### config.mk
export PLATFORM = sky130hd
export DESIGN_NAME = ilc_top
export DESIGN_NICKNAME = d
export VERILOG_FILES = /design/src/ilc_top.v
export VERILOG_INCLUDE_DIRS = /design/src
export SDC_FILE = /design/constraint.sdc
export NUM_CORES = 1
export LEC_CHECK = 0
export ABC_AREA = 1
export BUFFER_PORTS_ARGS = -buffer_cell sky130_fd_sc_hd__buf_2
export CORE_ASPECT_RATIO = 1.4
export CORE_MARGIN = 2
export CORE_UTILIZATION = 35
export DETAILED_ROUTE_END_ITERATION = 12
export GPL_TIMING_DRIVEN = 0
export PLACE_DENSITY_LB_ADDON = 0.2
export SYNTH_ARGS = -nofsm -noshare
export SYNTH_HDL_FRONTEND = slang
export SYNTH_SLANG_ARGS = --single-unit
### constraint.sdc
create_clock -name pclk -period 1.7 [get_ports pclk]
set_input_delay 0.17 -clock pclk [delete_from_list [all_inputs] [get_ports pclk]]
set_output_delay 0.17 -clock pclk [all_outputs]
set_load 0.01 [all_outputs]
### src/ilc_defs.vh
// Register map, field positions, reset values and timing for ilc_top
`ifndef ILC_DEFS_VH
`define ILC_DEFS_VH

// ----------------------------------------------------------------
// Register byte offsets
// ----------------------------------------------------------------
`define ILC_OFS_LINE      12'h000
`define ILC_OFS_MODE      12'h004
`define ILC_OFS_CTRL      12'h008
`define ILC_OFS_DATA      12'h00c

// ----------------------------------------------------------------
// Line control fields
// ----------------------------------------------------------------
`define ILC_LINE_SDA      5
`define ILC_LINE_GUARD    4
`define ILC_LINE_SCLMON   3
`define ILC_LINE_RSV2     2
`define ILC_LINE_CRST     1
`define ILC_LINE_RSV0     0
`define ILC_SDA_RST       1'b1
`define ILC_CRST_RST      1'b0

// ----------------------------------------------------------------
// Bus mode fields
// ----------------------------------------------------------------
`define ILC_MODE_ORDER    7
`define ILC_MODE_WAIT     6
`define ILC_ORDER_RST     1'b0
`define ILC_WAIT_RST      1'b0

// ----------------------------------------------------------------
// Transfer control fields
// ----------------------------------------------------------------
`define ILC_CTRL_MASTER   0
`define ILC_CTRL_SYNC     1
`define ILC_CTRL_GO       2
`define ILC_CTRL_ACK      3

// ----------------------------------------------------------------
// Timing
// ----------------------------------------------------------------
`define ILC_CLK_NS        5
`define ILC_HALF_NS       5000
`define ILC_HALF_CYC      (`ILC_HALF_NS / `ILC_CLK_NS)
`define ILC_WAIT_CLOCKS   2

`endif

### src/ilc_top.v
// Two-wire line control, bus mode register and small transfer engine
//
// Local design decisions: register access over APB and the register addresses.
`timescale 1ns/100ps
`default_nettype none
`include "ilc_defs.vh"

module ilc_top #(
  parameter HALF_CYC = `ILC_HALF_CYC
) (
  // Clock and reset
  input  wire        pclk,
  input  wire        presetn,
  // APB slave
  input  wire        psel,
  input  wire        penable,
  input  wire        pwrite,
  input  wire [11:0] paddr,
  input  wire [31:0] pwdata,
  output reg  [31:0] prdata,
  output reg         pready,
  output reg         pslverr,
  // Two-wire pins
  input  wire        scl_i,
  output reg         scl_o,
  output reg         scl_oe,
  input  wire        sda_i,
  output reg         sda_o,
  output reg         sda_oe
);

  // ----------------------------------------------------------------
  // States and helpers
  // ----------------------------------------------------------------
  localparam [1:0] ST_IDLE = 2'd0;
  localparam [1:0] ST_LOW  = 2'd1;
  localparam [1:0] ST_HIGH = 2'd2;
  localparam [1:0] ST_WAIT = 2'd3;
  // Full-width sums first, then cut to the counter widths on purpose
  localparam integer HALF_M1  = HALF_CYC - 1;
  localparam integer WAIT_SUM = 2 * `ILC_WAIT_CLOCKS;
  localparam [15:0] HALF_LAST = HALF_M1[15:0];
  // Two transfer clocks are four half periods
  localparam [2:0] WAIT_HALVES = WAIT_SUM[2:0];

  // Shift position of transfer bit n under the selected order
  function [2:0] bit_index;
    input [3:0] n;
    input       lsb_first;
    begin
      bit_index = lsb_first ? n[2:0] : (3'd7 - n[2:0]);
    end
  endfunction

  // ----------------------------------------------------------------
  // Pin synchronisers
  // ----------------------------------------------------------------
  reg [1:0] scl_sync_reg;
  reg [1:0] sda_sync_reg;
  reg       scl_last_reg;

  always @(posedge pclk or negedge presetn) begin
    if (!presetn) begin
      scl_sync_reg <= 2'b11;
      sda_sync_reg <= 2'b11;
      scl_last_reg <= 1'b1;
    end else begin
      scl_sync_reg <= {scl_sync_reg[0], scl_i};
      sda_sync_reg <= {sda_sync_reg[0], sda_i};
      scl_last_reg <= scl_sync_reg[1];
    end
  end

  wire scl_in = scl_sync_reg[1];
  wire sda_in = sda_sync_reg[1];
  wire scl_rise = scl_in & ~scl_last_reg;
  wire scl_fall = ~scl_in & scl_last_reg;

  // ----------------------------------------------------------------
  // Registers
  // ----------------------------------------------------------------
  reg        sda_out_level_reg;
  reg        ctrl_part_reset_reg;
  reg        bit_order_select_reg;
  reg        wait_enable_reg;
  reg        master_mode_reg;
  reg        sync_format_reg;
  reg  [7:0] tx_data_reg;
  reg  [7:0] rx_data_reg;
  reg        ack_seen_reg;
  reg  [1:0] state_reg;
  reg        go_reg;


  // ----------------------------------------------------------------
  // Bus decode
  // ----------------------------------------------------------------
  wire setup    = psel & ~penable;
  wire wr_fire  = psel & penable & pready & pwrite;
  wire busy     = (state_reg != ST_IDLE) | go_reg;
  wire addr_ok  = (paddr == `ILC_OFS_LINE) | (paddr == `ILC_OFS_MODE) |
                  (paddr == `ILC_OFS_CTRL) | (paddr == `ILC_OFS_DATA);


  // ----------------------------------------------------------------
  // Register bus read path
  // ----------------------------------------------------------------
  // Read data is formed in the setup cycle so prdata is a flop output
  reg [31:0] rd_next;
  always @* begin
    rd_next = 32'h0000_0000;
    case (paddr)
      `ILC_OFS_LINE: begin
        rd_next[`ILC_LINE_SDA]    = sda_out_level_reg;
        rd_next[`ILC_LINE_GUARD]  = 1'b1;
        rd_next[`ILC_LINE_SCLMON] = ~scl_oe;
        rd_next[`ILC_LINE_RSV2]   = 1'b1;
        rd_next[`ILC_LINE_CRST]   = ctrl_part_reset_reg;
        rd_next[`ILC_LINE_RSV0]   = 1'b1;
      end
      `ILC_OFS_MODE: begin
        rd_next[`ILC_MODE_ORDER] = bit_order_select_reg;
        rd_next[`ILC_MODE_WAIT]  = wait_enable_reg;
      end
      `ILC_OFS_CTRL: begin
        rd_next[`ILC_CTRL_MASTER] = master_mode_reg;
        rd_next[`ILC_CTRL_SYNC]   = sync_format_reg;
        rd_next[`ILC_CTRL_GO]     = busy;
        rd_next[`ILC_CTRL_ACK]    = ack_seen_reg;
      end
      `ILC_OFS_DATA: begin
        rd_next[7:0] = rx_data_reg;
      end
      default: begin
        rd_next = 32'h0000_0000;
      end
    endcase
  end


  // ----------------------------------------------------------------
  // Register bus answer
  // ----------------------------------------------------------------
  // No wait state: pready rises in the first access cycle
  always @(posedge pclk or negedge presetn) begin
    if (!presetn) begin
      prdata  <= 32'h0000_0000;
      pready  <= 1'b0;
      pslverr <= 1'b0;
    end else begin
      pready  <= setup;
      pslverr <= setup & ~addr_ok;
      if (setup && !pwrite) begin
        prdata <= rd_next;
      end
    end
  end


  // ----------------------------------------------------------------
  // Register bus write path
  // ----------------------------------------------------------------
  // Software-written fields; the control-part reset never touches these
  always @(posedge pclk or negedge presetn) begin
    if (!presetn) begin
      sda_out_level_reg    <= `ILC_SDA_RST;
      ctrl_part_reset_reg  <= `ILC_CRST_RST;
      bit_order_select_reg <= `ILC_ORDER_RST;
      wait_enable_reg      <= `ILC_WAIT_RST;
      master_mode_reg      <= 1'b0;
      sync_format_reg      <= 1'b0;
      tx_data_reg          <= 8'h00;
    end else if (wr_fire) begin
      case (paddr)
        `ILC_OFS_LINE: begin
          // Guard bit written as 1 blocks the level update
          if (!pwdata[`ILC_LINE_GUARD]) begin
            sda_out_level_reg <= pwdata[`ILC_LINE_SDA];
          end
          ctrl_part_reset_reg <= pwdata[`ILC_LINE_CRST];
        end
        `ILC_OFS_MODE: begin
          bit_order_select_reg <= pwdata[`ILC_MODE_ORDER];
          wait_enable_reg      <= pwdata[`ILC_MODE_WAIT];
        end
        `ILC_OFS_CTRL: begin
          master_mode_reg <= pwdata[`ILC_CTRL_MASTER];
          sync_format_reg <= pwdata[`ILC_CTRL_SYNC];
        end
        `ILC_OFS_DATA: begin
          tx_data_reg <= pwdata[7:0];
        end
        default: begin
          tx_data_reg <= tx_data_reg;
        end
      endcase
    end
  end

  // ----------------------------------------------------------------
  // Transfer engine
  // ----------------------------------------------------------------
  // A master times each half period itself; a slave follows SCL edges
  reg [15:0] half_cnt_reg;
  reg  [3:0] bit_cnt_reg;
  reg  [2:0] wait_cnt_reg;
  reg        scl_low_reg;
  reg        sda_drv_reg;


  // ----------------------------------------------------------------
  // Engine decode
  // ----------------------------------------------------------------
  wire half_done = (half_cnt_reg == HALF_LAST);
  wire low_end   = master_mode_reg ? half_done : scl_rise;
  wire high_end  = master_mode_reg ? half_done : scl_fall;
  wire [3:0] last_bit = sync_format_reg ? 4'd7 : 4'd8;
  wire is_ack    = ~sync_format_reg & (bit_cnt_reg == 4'd8);
  // Wait applies only to a two-wire master
  wire use_wait  = wait_enable_reg & master_mode_reg &
                   ~sync_format_reg;
  wire [2:0] tx_pos = bit_index(bit_cnt_reg, bit_order_select_reg);

  // ----------------------------------------------------------------
  // Engine state machine
  // ----------------------------------------------------------------

  always @(posedge pclk or negedge presetn) begin
    if (!presetn) begin
      state_reg    <= ST_IDLE;
      go_reg       <= 1'b0;
      half_cnt_reg <= 16'h0000;
      bit_cnt_reg  <= 4'h0;
      wait_cnt_reg <= 3'h0;
      rx_data_reg  <= 8'h00;
      ack_seen_reg <= 1'b0;
      scl_low_reg  <= 1'b0;
      sda_drv_reg  <= 1'b1;
    end else if (ctrl_part_reset_reg) begin
      // Clears a hung transfer while register settings stay put
      state_reg    <= ST_IDLE;
      go_reg       <= 1'b0;
      half_cnt_reg <= 16'h0000;
      bit_cnt_reg  <= 4'h0;
      wait_cnt_reg <= 3'h0;
      scl_low_reg  <= 1'b0;
      sda_drv_reg  <= 1'b1;
    end else begin
      if (wr_fire && paddr == `ILC_OFS_CTRL && pwdata[`ILC_CTRL_GO]) begin
        go_reg <= 1'b1;
      end
      half_cnt_reg <= half_done ? 16'h0000 : half_cnt_reg + 16'h0001;
      case (state_reg)
        ST_IDLE: begin
          half_cnt_reg <= 16'h0000;
          if (go_reg) begin
            go_reg      <= 1'b0;
            bit_cnt_reg <= 4'h0;
            state_reg   <= ST_LOW;
            scl_low_reg <= master_mode_reg;
          end
        end
        ST_LOW: begin
          sda_drv_reg <= is_ack ? 1'b1 : tx_data_reg[tx_pos];
          if (low_end) begin
            scl_low_reg <= 1'b0;
            state_reg   <= ST_HIGH;
          end
        end
        ST_HIGH: begin
          if (high_end) begin
            if (is_ack) begin
              ack_seen_reg <= ~sda_in;
            end else begin
              rx_data_reg[tx_pos] <= sda_in;
            end
            if (bit_cnt_reg == last_bit) begin
              state_reg   <= ST_IDLE;
              sda_drv_reg <= 1'b1;
            end else if (bit_cnt_reg == 4'd7 && use_wait) begin
              // Extra low time after the final data bit
              state_reg    <= ST_WAIT;
              wait_cnt_reg <= 3'h0;
              scl_low_reg  <= 1'b1;
            end else begin
              // No wait: the next bit, or the acknowledge after bit 7, follows at once
              bit_cnt_reg <= bit_cnt_reg + 4'h1;
              state_reg   <= ST_LOW;
              scl_low_reg <= master_mode_reg;
            end
          end
        end
        ST_WAIT: begin
          if (half_done) begin
            wait_cnt_reg <= wait_cnt_reg + 3'h1;
            if (wait_cnt_reg == WAIT_HALVES - 3'h1) begin
              bit_cnt_reg <= bit_cnt_reg + 4'h1;
              state_reg   <= ST_LOW;
            end
          end
        end
        default: begin
          state_reg <= ST_IDLE;
        end
      endcase
    end
  end

  // ----------------------------------------------------------------
  // Pin drivers
  // ----------------------------------------------------------------
  // Both lines are open drain: only a low is ever driven
  always @(posedge pclk or negedge presetn) begin
    if (!presetn) begin
      scl_o  <= 1'b0;
      scl_oe <= 1'b0;
      sda_o  <= 1'b0;
      sda_oe <= 1'b0;
    end else begin
      scl_o  <= 1'b0;
      scl_oe <= scl_low_reg;
      sda_o  <= 1'b0;
      if (state_reg == ST_IDLE) begin
        sda_oe <= ~sda_out_level_reg;
      end else begin
        sda_oe <= ~sda_drv_reg;
      end
    end
  end

endmodule // ilc_top

`default_nettype wire
Yosys cells after proc, flatten, opt, wreduce, memory -nomap -nowiden
Index checks and enable logic that the tools add are counted.
{"block": "word_totals", "reg_bits": 68, "input_bits": 51, "out_inout_bits": 38, "wordCells": 156}
{"block": "op_classes", "addsub": 4, "magnitude_cmp": 2, "n_eq_ne": 20, "mux": 55, "bitwise": 26, "reduce_logical": 25}
{"cell": "$mux 16", "n": 3}
{"cell": "$mux 4", "n": 8}
{"cell": "$ne 3x3->1 const B", "n": 9}
{"cell": "$eq 12x4->1 const B", "n": 2}
{"cell": "$pmux 4 s3", "n": 2}
{"cell": "$mux 1", "n": 19}
{"cell": "$mux 3", "n": 6}
{"cell": "$add 16x1->16 const B", "n": 1}
{"cell": "$eq 16x10->1 const B", "n": 1}
{"cell": "$mux 2", "n": 8}
{"cell": "$reduce_and 5->1", "n": 3}
{"cell": "$eq 12x3->1 const B", "n": 1}
{"cell": "$logic_not 12->1", "n": 1}
{"cell": "$not 1->1", "n": 12}
{"cell": "$and 1x1->1", "n": 10}
{"cell": "$bwmux 8", "n": 1}
{"cell": "$pmux 2 s2", "n": 2}
{"cell": "$pmux 2 s4", "n": 1}
{"cell": "$reduce_and 2->1", "n": 4}
{"cell": "$reduce_and 4->1", "n": 2}
{"cell": "$reduce_bool 4->1", "n": 2}
{"cell": "$reduce_and 7->1", "n": 1}
{"cell": "$pmux 3 s2", "n": 1}
{"cell": "$reduce_and 3->1", "n": 2}
{"cell": "21 further kinds", "n": 30}

Depth between registers and ports, before layout
{"block": "depth", "ltp_word": 9, "mapped_depth": 12, "depth_no_buf": 11}

Least setup slack after synthesis
OpenSTA, ideal clock, no wires.
{"block": "synth_timing", "kind": "register to register", "start": "register state_reg[0]", "end": "register rx_data_reg[0]", "setup_ns": 0.126, "t_arrival_ns": 1.436, "required_time_ns": 1.574, "slack_ns": 0.138, "stages_incl_launch_ff": 10, "path_buffers": 0, "synth_period_minus_slack_ns": 1.562, "cell_sequence": "dfrtp_1 -> inv_1 -> ha_1 -> inv_1 -> nor2_4 -> inv_2 -> nor2_2 -> nand3_1 -> nand2_1 -> o21ai_1"}
{"block": "synth_between", "elab_chain_len": 2}
{"item": "start: declaration", "line_no": "ilc_top.v:91", "text": "reg [1:0] state_reg;"}
{"item": "start signal: assignment", "line_no": "ilc_top.v:230", "text": "state_reg <= ST_IDLE;"}
{"item": "start signal: assignment", "line_no": "ilc_top.v:241", "text": "state_reg <= ST_IDLE;"}
{"item": "start signal: assignment", "line_no": "ilc_top.v:259", "text": "state_reg <= ST_LOW;"}
{"item": "$eq 2x2->1", "line_no": "ilc_top.v:253", "text": "case (state_reg)"}
{"item": "$reduce_and 4->1 (no line)"}
{"item": "end signal: indexed assignment", "line_no": "ilc_top.v:275", "text": "rx_data_reg[tx_pos] <= sda_in;"}
{"item": "end: declaration", "line_no": "ilc_top.v:89", "text": "reg [7:0] rx_data_reg;"}
No other way between the ends.
A chain may end at the register's enable or synchronous reset.

Final worst setup path
{"block": "layout_timing", "start": "register half_cnt_reg[0]", "end": "register state_reg[0]"}
{"block": "layout_between", "elab_chain_len": 4, "word_cells_on_any_way": 7, "classes_between": "eq/ne: 4; mux: 2; reduce/logical: 1"}
{"item": "start: declaration", "line_no": "ilc_top.v:204", "text": "reg [15:0] half_cnt_reg;"}
{"item": "start signal: assignment", "line_no": "ilc_top.v:252", "text": "half_cnt_reg <= half_done ? 16'h0000 : half_cnt_reg + 16'h0001;"}
{"item": "$eq 16x10->1 *", "line_no": "ilc_top.v:214", "text": "wire half_done = (half_cnt_reg == HALF_LAST);"}
{"item": "$mux 1, on equally long branches", "line_no": "ilc_top.v:216, ilc_top.v:215"}
{"item": "$ne 3x3->1 (no line)"}
{"item": "$reduce_and 5->1 (no line) *"}
Every way passes the cells marked *; elsewhere a longest branch is shown, timed or not.

==> flow_summary.yaml <==
synthesis:
  synthFlopType: "dfrtp_1"
  syn-instance-count: 509
  yosysSeqAreaShare_pct: 43.4
  synth_largest_area_cell: "dfrtp_1"
  synthTopCellsByArea: "dfrtp_1 39%, nand2_1 12%, nor2_1 5.5%"
  synth-edff-count: 0
  synth_cell_type_count: 39
  ys_seq_elements: 68
  yosysWarningCount: 0
  syn_area_um2: 3940
  post_synth.cell_area_avg_um2: 7.75
  async_reset_ff_share_pct: 100
  synth_top_area_share_pct: 38.7
drt:
  dr.first_iter.drc_count: 122
  ant_nets: 0
  vias: 3403
  dr.pass1.iters: 4
  routed_via_density: 4.58
  drt-wirelength-per-cell_um: 12.2
  wirelength_um: 9080
  drc_errors: 0
clock_network:
  clock_latency_ns: 0.34
  cts_made_buffers: 9
  h-tree-depth: 3
  cts_root_buf: "clkbuf_16"
  cts_buffer_depth: 2
  cts_tree: "done"
  clk_pin_slew_worst_paths_ns: 0.06
  clock-sinks: 68
final_layout:
  syn_to_final_growth_pct: 25.7
  finish.net_count: 657
  n_antenna_cell: 0
  largest_reg_flops: 16
  drive_gt1_share_pct: 24.8
  utilization_pct: 45.4
power_and_ir_drop:
  p_per_area_nw_per_um2: 801
  p_leak_nw: 2.54
  p_sw_share_pct: 21.0
  p_seq_share_pct: 41.2
  intPower_w: 0.00313
  power.share.clock_pct: 54.1
  peakVddDrop_uv: 640
  p_switching_w: 0.000833
  p_comb_share_pct: 4.6
worst_hold_path:
  hp-start: "penable"
  hold_class: "in2reg"
timing:
  max_freq_ghz: 0.606
  fin_ws_ns: 0.0485
  relSlewSlack_pct: 41.8
  period_minus_slack_ns: 1.65
  worstMarginPinSlew_ns: 0.873
  slew_violations: 0
  final-hold-violation-count: 0
  fin_skew_ns: 0.00451
  period_share_pct: 97.1
  rsz0062_at_grt: "true"
  setup_viol: 0
worst_setup_path:
  crit_type: "reg2reg"
  start_kind: "flop"
  r2r-start: "half_cnt_reg[0]"
  critPathMaxFanout: 7
  cp.required_ns: 1.92
  crit_start: "half_cnt_reg[0]"
  worstPathArrival_ns: 1.87
  end_kind: "flop"
floorplan:
  coreArea_um2: 10900
  die_y_um: 130
  chipWidth_um: 93.7
  row_count: 45
  start_util_pct: 36.1
  pin_count: 89
  die_area_um2: 12100
global_routing:
  grt.overflow.total: 0
  busiest_layer: "met2"
  grt_pass1_vias: 3281
  use_met3_pct: 4.07
  grt_pass1_wl_um: 14900
  grt_use_met2_pct: 29.5
  antenna_found_initial: 0
  grt_use_total_pct: 15.8
  use_met1_pct: 16.5
  grt_max_degree: 69
placed_design:
  pre_cts_ws_ns: -0.183
  io_buffers: 38
  place.gp.congestion: 0.833
  hpwl_um: 6780
status:
  status: "finished, final reports clean"
run:
  drv_cap: 0
metal layers:
layer	wire length [µm]	vias up
met4	203	0
met3	360	16
li1	-	1763
met1	3600	1563
met5	0	-
met2	4920	61
worst paths after layout:
path / to / slack [ns] / cells after the start
max in group asynchronous: bit_cnt_reg[0] / 0.61 / 2
min in group asynchronous: tx_data_reg[7] / 0.47 / 2
worst max register to register: state_reg[0] / 0.05 / 11
worst min register to register: scl_sync_reg[1] / 0.36 / 0
worst min-delay path: pready / 0.02 / 2
worst max-delay path: state_reg[0] / 0.05 / 11
synth_stat cells (2+ instances only):
cell	count
nand2_1	131
dfrtp_1	61
nor2_1	58
inv_1	52
nand3_1	30
buf_4	27
o21ai_1	18
o21ai_0	16
nor3_1	14
nand4_1	12
ha_1	9
a21oi_1	8
dfstp_2	7
nand2_2	7
nor2_2	7
inv_2	6
nor3b_1	5
buf_2	3
nand3_2	3
nor2_4	3
nor4_1	3
o21a_1	3
a211oi_1	2
a21o_1	2
buf_6	2
clkinv_1	2
nand2_4	2
nand3_4	2
o21bai_1	2
or2_1	2
xor2_1	2
critical path: stages, from the launching register on:
cell	delay (ns)
dfrtp_1	0.35
ha_2	0.19
nand2_2	0.07
inv_4	0.08
nand2_4	0.05
nor2_4	0.12
nand3_4	0.11
nand3_4	0.13
buf_6	0.14
nand2_4	0.05
o21bai_1	0.17
nand2_1	0.08
area by class of cell:
type | count | area [µm²]
buffer | 32 | 243
clock buffer | 9 | 225
clock inverter | 7 | 115
fill | 1125 | 5970
inverter | 60 | 228
multi-input combinational | 374 | 1940
sequential | 68 | 1710
tap | 141 | 176
timing repair buffer | 52 | 318
what timing repair did:
action,CTS,global route
cloned,0,0
endpoints found under the hold margin,48,0
hold buffers,3,0
setup buffers,2,9
endpoints found under the setup margin,15,33
resized for setup,3,19
pin swaps,2,10
cell usage in the layout, fill, tap and decap left out, types with 14 or more instances in the layout:
master and count:
nor2_1 58, nand3_1 29, conb_1 26, inv_1 50, nand2_1 128, o21ai_0 16, dfrtp_1 60, o21ai_1 18
buf_2 39, nor3_1 14, buf_4 39
metrics by stage:
step | cell area (µm²) | std cells | power (W) | hold slack, ns | setup TNS, ns
final | 4950 | 743 | 0.00397 | 0.0192 | 0
after floorplan | 4040 | 534 | 0.00176 | -0.126 | 0
after global placement | 4400 | 713 | 0.00184 | 0.276 | -0.832
after detailed placement | 4410 | 713 | 0.00185 | 0.277 | -1.26
after CTS | 4810 | 734 | 0.00401 | 0.0139 | -0.0139
after global routing | 4950 | 743 | 0.00411 | 0.00880 | -0.217
cells by family after synthesis:
kind of cell	synth area share (%)
compound gates	7.81
xor+xnor	0.857
other cells	0.0951
buf+inv	11.8
fa+ha+maj	2.86
flops	43.4
simple gates	33.2
power by group through the flow:
stage | sequential (W) | combinational, W | clock (W)
2_1_floorplan | 0.00167 | 0.0000987 | 0
3_3_place_gp | 0.00166 | 0.000177 | 0
3_5_place_dp | 0.00166 | 0.000181 | 0
4_1_cts | 0.00164 | 0.000186 | 0.00219
5_1_grt | 0.00164 | 0.000210 | 0.00226
6_report | 0.00164 | 0.000184 | 0.00215
Note: power is estimated with default switching activity, not from simulation.
